File: src/include/event_timer_pkg.sv
// Package with the register map, field layout and timing constants of the event timer.
package event_timer_pkg;

    // Byte addresses of the registers on the plain register port.
    localparam logic [7:0]  CONFIG_OFFSET    = 8'h00;
    localparam logic [7:0]  PRESET_OFFSET    = 8'h04;
    localparam logic [7:0]  COUNT_OFFSET     = 8'h08;
    localparam logic [7:0]  STATUS_OFFSET    = 8'h0C;

    // Field positions inside the configuration register.
    localparam int          RELOAD_BIT       = 1;
    localparam int          MODE_BIT         = 2;
    localparam int          RATE_LSB         = 3;
    localparam int          RATE_MSB         = 5;
    localparam int          NOW_BIT          = 6;
    localparam int          OWN_OFF_BIT      = 7;
    localparam int          OWN_ON_BIT       = 8;
    localparam int          EXT_OFF_BIT      = 9;
    localparam int          EXT_ON_BIT       = 10;
    localparam int          TX_DONE_BIT      = 11;

    // Field positions inside the status register.
    localparam int          STAT_RUN_BIT     = 0;
    localparam int          STAT_EXPIRED_BIT = 1;

    // Widths of the configuration word and of the counter.
    localparam int          CFG_WIDTH        = 12;
    localparam int          COUNT_WIDTH      = 20;

    // Reset values and the mask of writable configuration bits.
    localparam logic [11:0] CONFIG_RESET     = 12'h000;
    localparam logic [11:0] CFG_WRITE_MASK   = 12'hFFE;
    localparam logic [19:0] PRESET_RESET     = 20'h00000;
    localparam logic [19:0] COUNT_RESET      = 20'h00000;

    // Clock rates in Hz; the interface tick is made by a phase accumulator.
    localparam int          CORE_CLK_HZ      = 125000000;
    localparam int          IF_CLK_HZ        = 13560000;
    localparam int          PHASE_GCD        = 40000;
    localparam logic [11:0] PHASE_STEP       = 12'(IF_CLK_HZ / PHASE_GCD);
    localparam logic [11:0] PHASE_MODULUS    = 12'(CORE_CLK_HZ / PHASE_GCD);

endpackage : event_timer_pkg

File: src/tick_prescaler.sv
// Interface-clock tick generator and power-of-two prescaler for the event timer.
`timescale 1ns/100ps

module tick_prescaler
(
    // Clock, reset and enable.
    input  wire logic       core_clk,
    input  wire logic       rst,
    input  wire logic       ce,
    // Rate selection.
    input  wire logic [2:0] tick_rate_select,
    // Tick outputs, one cycle each.
    output logic            base_tick,
    output logic            scaled_tick
);

    typedef struct packed {
        logic [11:0] phase;
        logic [7:0]  div;
        logic        base_tick;
        logic        scaled_tick;
    } presc_state_t;

    presc_state_t s_reg;
    presc_state_t s_next;
    logic [12:0]  phase_sum;
    logic [7:0]   div_mask;

    // The accumulator yields 13.56 MHz on average; single ticks jitter by one core cycle.
    always_comb
    begin
        s_next             = s_reg;
        s_next.base_tick   = 1'b0;
        s_next.scaled_tick = 1'b0;
        phase_sum = {1'b0, s_reg.phase} + {1'b0, event_timer_pkg::PHASE_STEP};
        div_mask  = 8'hFF >> (3'h7 - tick_rate_select);
        if (phase_sum >= {1'b0, event_timer_pkg::PHASE_MODULUS})
        begin
            s_next.phase     = 12'(phase_sum - {1'b0, event_timer_pkg::PHASE_MODULUS});
            s_next.base_tick = 1'b1;
            // Divide by two to the power of select plus one.
            if ((s_reg.div & div_mask) == div_mask)
            begin
                s_next.scaled_tick = 1'b1;
            end
            s_next.div = s_reg.div + 8'h01;
        end
        else
        begin
            s_next.phase = phase_sum[11:0];
        end
    end

    // State register, frozen while the enable is low.
    always_ff @(posedge core_clk or posedge rst)
    begin
        if (rst)
        begin
            s_reg <= '0;
        end
        else if (ce)
        begin
            s_reg <= s_next;
        end
    end

    assign base_tick   = s_reg.base_tick;
    assign scaled_tick = s_reg.scaled_tick;
endmodule : tick_prescaler

File: src/event_timer.sv
// Event-started down-counting timer with register port, start sources and prescaling.
`timescale 1ns/100ps

module event_timer
(
    // Clock, reset and enable.
    input  wire logic        core_clk,
    input  wire logic        rst,
    input  wire logic        ce,
    // Register port.
    input  wire logic [7:0]  reg_addr,
    input  wire logic [31:0] reg_wdata,
    input  wire logic        reg_wr,
    input  wire logic        reg_rd,
    output logic      [31:0] reg_rdata,
    // Field and transmitter events.
    input  wire logic        ext_field_pin,
    input  wire logic        own_field_on,
    input  wire logic        tx_done,
    // Timer status.
    output logic             timer_running,
    output logic             expire_pulse
);

    typedef struct packed {
        logic        ext_s1;
        logic        ext_s2;
        logic        ext_prev;
        logic        own_prev;
        logic [11:0] cfg;
        logic [19:0] preset;
        logic [19:0] count;
        logic        running;
        logic        expired;
        logic        expire_pulse;
        logic [31:0] rd_data;
    } timer_state_t;

    timer_state_t s;
    timer_state_t s_next;

    logic       base_tick;
    logic       scaled_tick;
    logic       tick;
    logic       cfg_wr;
    logic       preset_wr;
    logic       status_wr;
    logic       stop_req;
    logic       clear_req;
    logic       now_req;
    logic       ext_rise;
    logic       ext_fall;
    logic       own_rise;
    logic       own_fall;
    logic       start_evt;
    logic       expiry;

    // Tick source, steered by the stored rate select.
    tick_prescaler u_prescaler
    (
        .core_clk         (core_clk),
        .rst              (rst),
        .ce               (ce),
        .tick_rate_select (s.cfg[event_timer_pkg::RATE_MSB:event_timer_pkg::RATE_LSB]),
        .base_tick        (base_tick),
        .scaled_tick      (scaled_tick)
    );

    // Mode zero ignores the rate select and counts every interface tick.
    assign tick = s.cfg[event_timer_pkg::MODE_BIT] ? scaled_tick : base_tick;

    // Register strobes decoded against the map.
    assign cfg_wr    = reg_wr && (reg_addr == event_timer_pkg::CONFIG_OFFSET);
    assign preset_wr = reg_wr && (reg_addr == event_timer_pkg::PRESET_OFFSET);
    assign status_wr = reg_wr && (reg_addr == event_timer_pkg::STATUS_OFFSET);
    assign stop_req  = status_wr && reg_wdata[event_timer_pkg::STAT_RUN_BIT];
    assign clear_req = status_wr && reg_wdata[event_timer_pkg::STAT_EXPIRED_BIT];
    // The immediate start acts on the write itself, not on the stored bit.
    assign now_req   = cfg_wr && reg_wdata[event_timer_pkg::NOW_BIT];

    // External edges are taken from the second synchroniser stage and its delayed copy; own-field edges from the raw input.
    assign ext_rise = s.ext_s2 && !s.ext_prev;
    assign ext_fall = !s.ext_s2 && s.ext_prev;
    assign own_rise = own_field_on && !s.own_prev;
    assign own_fall = !own_field_on && s.own_prev;

    // Any enabled start source; only used while the timer is idle.
    assign start_evt = (s.cfg[event_timer_pkg::EXT_ON_BIT]  && ext_rise)
                    || (s.cfg[event_timer_pkg::EXT_OFF_BIT] && ext_fall)
                    || (s.cfg[event_timer_pkg::OWN_ON_BIT]  && own_rise)
                    || (s.cfg[event_timer_pkg::OWN_OFF_BIT] && own_fall)
                    || (s.cfg[event_timer_pkg::TX_DONE_BIT] && tx_done)
                    || now_req;

    // A preset of zero or one expires on the very first tick after the start.
    assign expiry = s.running && !stop_req && tick && (s.count <= 20'h00001);

    // Next-state logic for the whole block.
    always_comb
    begin
        s_next              = s;
        s_next.expire_pulse = 1'b0;
        s_next.rd_data      = 32'h0000_0000;

        // Field input from a pin: two stages before any logic reads it.
        s_next.ext_s1   = ext_field_pin;
        s_next.ext_s2   = s.ext_s1;
        s_next.ext_prev = s.ext_s2;
        s_next.own_prev = own_field_on;

        // Software writes; bit zero of the configuration is reserved.
        if (cfg_wr)
        begin
            s_next.cfg = reg_wdata[11:0] & event_timer_pkg::CFG_WRITE_MASK;
        end
        if (preset_wr)
        begin
            s_next.preset = reg_wdata[19:0];
        end

        // Stop wins over a start; a running timer ignores further events.
        if (stop_req)
        begin
            s_next.running = 1'b0;
        end
        else if (!s.running)
        begin
            if (start_evt)
            begin
                s_next.running = 1'b1;
                s_next.count   = s.preset;
            end
        end
        else if (expiry)
        begin
            s_next.expire_pulse = 1'b1;
            if (s.cfg[event_timer_pkg::RELOAD_BIT])
            begin
                s_next.count = s.preset;
            end
            else
            begin
                s_next.count   = event_timer_pkg::COUNT_RESET;
                s_next.running = 1'b0;
            end
        end
        else if (tick)
        begin
            s_next.count = s.count - 20'h00001;
        end

        // Sticky expiry flag: a new expiry in the clearing cycle is kept.
        if (clear_req)
        begin
            s_next.expired = 1'b0;
        end
        if (expiry)
        begin
            s_next.expired = 1'b1;
        end

        // Read data appear only in the cycle after the strobe.
        if (reg_rd)
        begin
            case (reg_addr)
                event_timer_pkg::CONFIG_OFFSET:
                begin
                    s_next.rd_data = {20'h00000, s.cfg};
                end
                event_timer_pkg::PRESET_OFFSET:
                begin
                    s_next.rd_data = {12'h000, s.preset};
                end
                event_timer_pkg::COUNT_OFFSET:
                begin
                    s_next.rd_data = {12'h000, s.count};
                end
                event_timer_pkg::STATUS_OFFSET:
                begin
                    s_next.rd_data = {30'h0000_0000, s.expired, s.running};
                end
                default:
                begin
                    s_next.rd_data = 32'h0000_0000;
                end
            endcase
        end
    end

    // State register; every field resets to zero, frozen while the enable is low.
    always_ff @(posedge core_clk or posedge rst)
    begin
        if (rst)
        begin
            s <= '0;
        end
        else if (ce)
        begin
            s <= s_next;
        end
    end

    // Outputs straight from the state register.
    assign reg_rdata     = s.rd_data;
    assign timer_running = s.running;
    assign expire_pulse  = s.expire_pulse;
endmodule : event_timer

File: config.mk
export PLATFORM = sky130hd
export DESIGN_NAME = event_timer
export DESIGN_NICKNAME = d
export VERILOG_FILES = /design/src/include/event_timer_pkg.sv /design/src/tick_prescaler.sv /design/src/event_timer.sv
export SDC_FILE = /design/constraint.sdc
export NUM_CORES = 1
export LEC_CHECK = 0
export ABC_AREA = 1
export BUFFER_PORTS_ARGS = -buffer_cell sky130_fd_sc_hd__clkbuf_2
export CELL_PAD_IN_SITES_DETAIL_PLACEMENT = 0
export CELL_PAD_IN_SITES_GLOBAL_PLACEMENT = 1
export CORE_AREA = 2 2 155 157
export DETAILED_ROUTE_END_ITERATION = 16
export DIE_AREA = 0 0 157 159
export PLACE_DENSITY_LB_ADDON = 0.3
export SETUP_SLACK_MARGIN = 0.5
export SYNTH_ARGS = -nofsm -noshare
export SYNTH_HDL_FRONTEND = slang
export SYNTH_HIERARCHICAL = 1
export SYNTH_SLANG_ARGS = --single-unit
export TNS_END_PERCENT = 100
File: constraint.sdc
create_clock -name core_clk -period 2.9 [get_ports core_clk]
set_clock_uncertainty 0.05 [all_clocks]
set_input_delay 0.29 -clock core_clk [delete_from_list [all_inputs] [get_ports core_clk]]
set_output_delay 0.29 -clock core_clk [all_outputs]
set_load 0.05 [all_outputs]
==> metrics.yaml <==
placement:
  gp_congestion: 0.832
  port_buffers: 57
  hpwl_um: 14500
  dp_cells: 1316
  placed_area_sq_um: 7280
  dpl_worst_slack_ps: 404
die:
  core_sq_um: 23200
  die_y_um: 159
  start_util: 0.296
  dieWidth_um: 157
  rows: 56
  pin_count: 82
  die_area_sq_um: 25000
logic_synthesis:
  synth_top_family_by_area: "simple AND/OR/NAND/NOR gates"
  ys_types: 45
  yosys_warnings: 6
  synthCells: 984
  synth-compound-area-share: 0.0946
  syn_area_sq_um: 6870
  syn_area_per_cell_sq_um: 6.99
  synth_mux_area_frac: 0.0191
  synth_xor_xnor_area_share: 0.0255
  synth_fa_ha_area_frac: 0.0146
  synth_seq_cells: 100
  seq_area_frac_synth: 0.364
  yosys.area_share.simple: 0.352
drt:
  wirelength_um: 20000
  dr.pass1.iters: 5
  vias_per_cell: 4.60
  initialDrtViolationCount: 335
  vias: 6177
  drc: 0
  route.antenna.remaining_nets: 0
  wl_per_cell_um: 14.9
layout:
  stdcell_count: 1342
  fillers: 2575
  drive_gt1_frac: 0.164
  largest_reg_flops: 56
  fin_nets: 1074
  fin_area_sq_um: 7790
  area_growth_syn_to_layout_pct: 13.3
  diodes: 0
  utilization: 0.336
setup_path:
  critPathMaxFanout: 7
  crit_buf_inv: 4
  crit_slowest_cell: "dfrtp_1"
  worstPathArrival_ps: 2440
  worst_ep_required_time_ps: 3100
  crit_family: "simple AND/OR/NAND/NOR gates"
  cpPeakStageDelay_ps: 380
  cpMostUsedCell: "nand2_1"
  critPathLaunchType: "flip-flop"
  endpoint_kind: "flip-flop"
  crit_type: "reg -> reg"
  worstPathCellList: "inv_2 -> ha_4 -> inv_1 -> nand3_1 -> nand2_2 -> nand2_1 -> nand2_1 -> nand2_1 -> clkinv_1 -> nand2_2 -> nor2_4 -> nand3_2 -> nand2_4 -> nand2_8 -> buf_6 -> nand2_1 -> nand2_1 -> nand2_1 -> nand2_1"
  r2r_slack_ps: 660
clocking:
  root_buffer: "clkbuf_16"
  clock_sinks: 100
  clock_path_buffers: 2
  cts_tree: "yes"
  htree_levels: 3
  cts.reportedPaths.clkPinSlew_ps: 90
  clock_insertion_delay_worst_skew_ps: 360
  numCtsBuffers: 9
sta:
  min_period_over_period: 0.771
  finalSetupViolations: 0
  slew_headroom: 0.391
  drv_slew: 0
  rsz0062_at_grt: "no"
  whs_ps: 81.3
  tightest_slew_ps: 913
  setup_tns_ps: 0
  fin_crit_ps: 2240
  hold_viol: 0
  max_freq_ghz: 0.447
  worst_slack_ps: 663
grt:
  grt_util_met3: 0.0256
  grt_pass1_wl_um: 32200
  grt_util_met1: 0.241
  busiest_layer: "met2"
  use_met2: 0.252
  grt_overflow: 0
  antenna_found_initial: 0
  grt.total_usage: 0.164
  grt_max_degree: 36
  grt_pass1_vias: 5740
flow_run:
  drv_cap: 0
power:
  power_density_nw_per_um2: 797
  leakage_nw: 3.95
  max-vdd-ir-drop_v: 0.000381
  power.total_mw: 6.21
worst_hold_path:
  min_path_type: "in -> reg"
outcome:
  status: "finished, final reports clean"
worst register-to-register path: stages, from the launching register on:
cell      delay [ps]
dfrtp_1          380
inv_2             90
ha_4             180
inv_1            100
nand3_1           90
nand2_2          100
nand2_1           50
nand2_1           60
nand2_1           70
clkinv_1          90
nand2_2           80
nor2_4           110
nand3_2          100
nand2_4          120
nand2_8          100
buf_6            160
nand2_1           50
nand2_1           40
nand2_1           70
nand2_1           50
timing repair:
action	CTS	global route
cloned	0	0
hold endpoints to repair	14	0
hold buffers	1	0
pin swaps	0	10
setup buffers	1	8
setup endpoints to repair	31	41
resized for setup	3	25
kinds of logic (layout without fill, tap and decap cells):
family | count (synthesis) | in the layout
fa+ha+maj | 8 | 8
mux | 9 | 9
flops | 100 | 100
other cells | 1 | 12
simple gates | 554 | 554
xor+xnor | 20 | 20
buf+inv | 187 | 215
compound gates | 105 | 105
cells in the mapped netlist (all sizes together):
| library cell | number | area (sq um) |
|---|---|---|
| a211o | 1 | 8.76 |
| a21boi | 2 | 15.0 |
| a21o | 1 | 7.51 |
| a21oi | 22 | 110 |
| a22o | 8 | 70.1 |
| a31oi | 1 | 21.3 |
| and2 | 1 | 6.26 |
| buf | 54 | 394 |
| clkbuf | 17 | 63.8 |
| clkinv | 1 | 3.75 |
| conb | 1 | 3.75 |
| dfrtp | 100 | 2500 |
| ha | 8 | 100 |
| inv | 115 | 432 |
| mux2 | 9 | 131 |
| nand2 | 314 | 1220 |
| nand3 | 96 | 521 |
| nand3b | 2 | 15.0 |
| nand4 | 23 | 150 |
| nor2 | 112 | 468 |
| nor3 | 4 | 20.0 |
| nor3b | 1 | 7.51 |
| o211ai | 1 | 7.51 |
| o21ai | 48 | 259 |
| o221ai | 7 | 61.3 |
| o22ai | 13 | 81.3 |
| o41ai | 1 | 8.76 |
| or2 | 1 | 6.26 |
| xnor2 | 4 | 35.0 |
| xor2 | 16 | 140 |
cell usage in the layout (no fill, tap or decap), types with 7 or more instances in the layout:
cell type and instances:
inv_1 104, xor2_1 16, o21ai_0 41, mux2_4 8, a21oi_1 21, a22o_1 8, nand4_1 22, clkbuf_2 57
inv_2 10, conb_1 12, o22ai_1 13, nand2_2 15, nand3_1 90, nor2_2 7, clkbuf_16 9, dfrtp_1 99
buf_4 21, nor2_1 101, nand2_1 294, o221ai_1 7
area by class of cell:
type,instances,area (sq um),area share
clock buffer,9,225,0.0289
sequential,100,2500,0.321
timing repair buffer,83,519,0.0667
clock inverter,7,93.8,0.0120
inverter,116,437,0.0561
tap,319,399,0.0512
multi-input combinational,708,3610,0.464
where the power goes:
| group | internal, mW | switching, mW |
|---|---|---|
| clock | 0.634 | 0.672 |
| sequential | 1.67 | 0.371 |
| combinational | 1.05 | 1.82 |
path summary, 6_finish.rpt:
| kind | from | endpoint | cells after the start |
|---|---|---|---|
| setup / recovery | u_prescaler/s_reg[10]$_DFFE_PP0P_ | u_prescaler/s_reg[19]$_DFFE_PP0P_ | 19 |
| hold / removal | ext_field_pin | s[90]$_DFFE_PP0P_ | 3 |
| setup reg to reg | u_prescaler/s_reg[10]$_DFFE_PP0P_ | u_prescaler/s_reg[19]$_DFFE_PP0P_ | 19 |
| hold reg to reg | reg_rdata[11]$_DFFE_PP0P_ | reg_rdata[11]$_DFFE_PP0P_ | 2 |
| max in group asynchronous | rst | u_prescaler/s_reg[12]$_DFFE_PP0P_ | 3 |
| min in group asynchronous | rst | s[79]$_DFFE_PP0P_ | 3 |
layer usage:
layer | vias to the layer above | share of wire
met5 | - | 0
met4 | 0 | 0.013
met3 | 12 | 0.033
met2 | 110 | 0.46
met1 | 2892 | 0.50
li1 | 3163 | -
No activity file was read; power rests on OpenSTA's default activity.
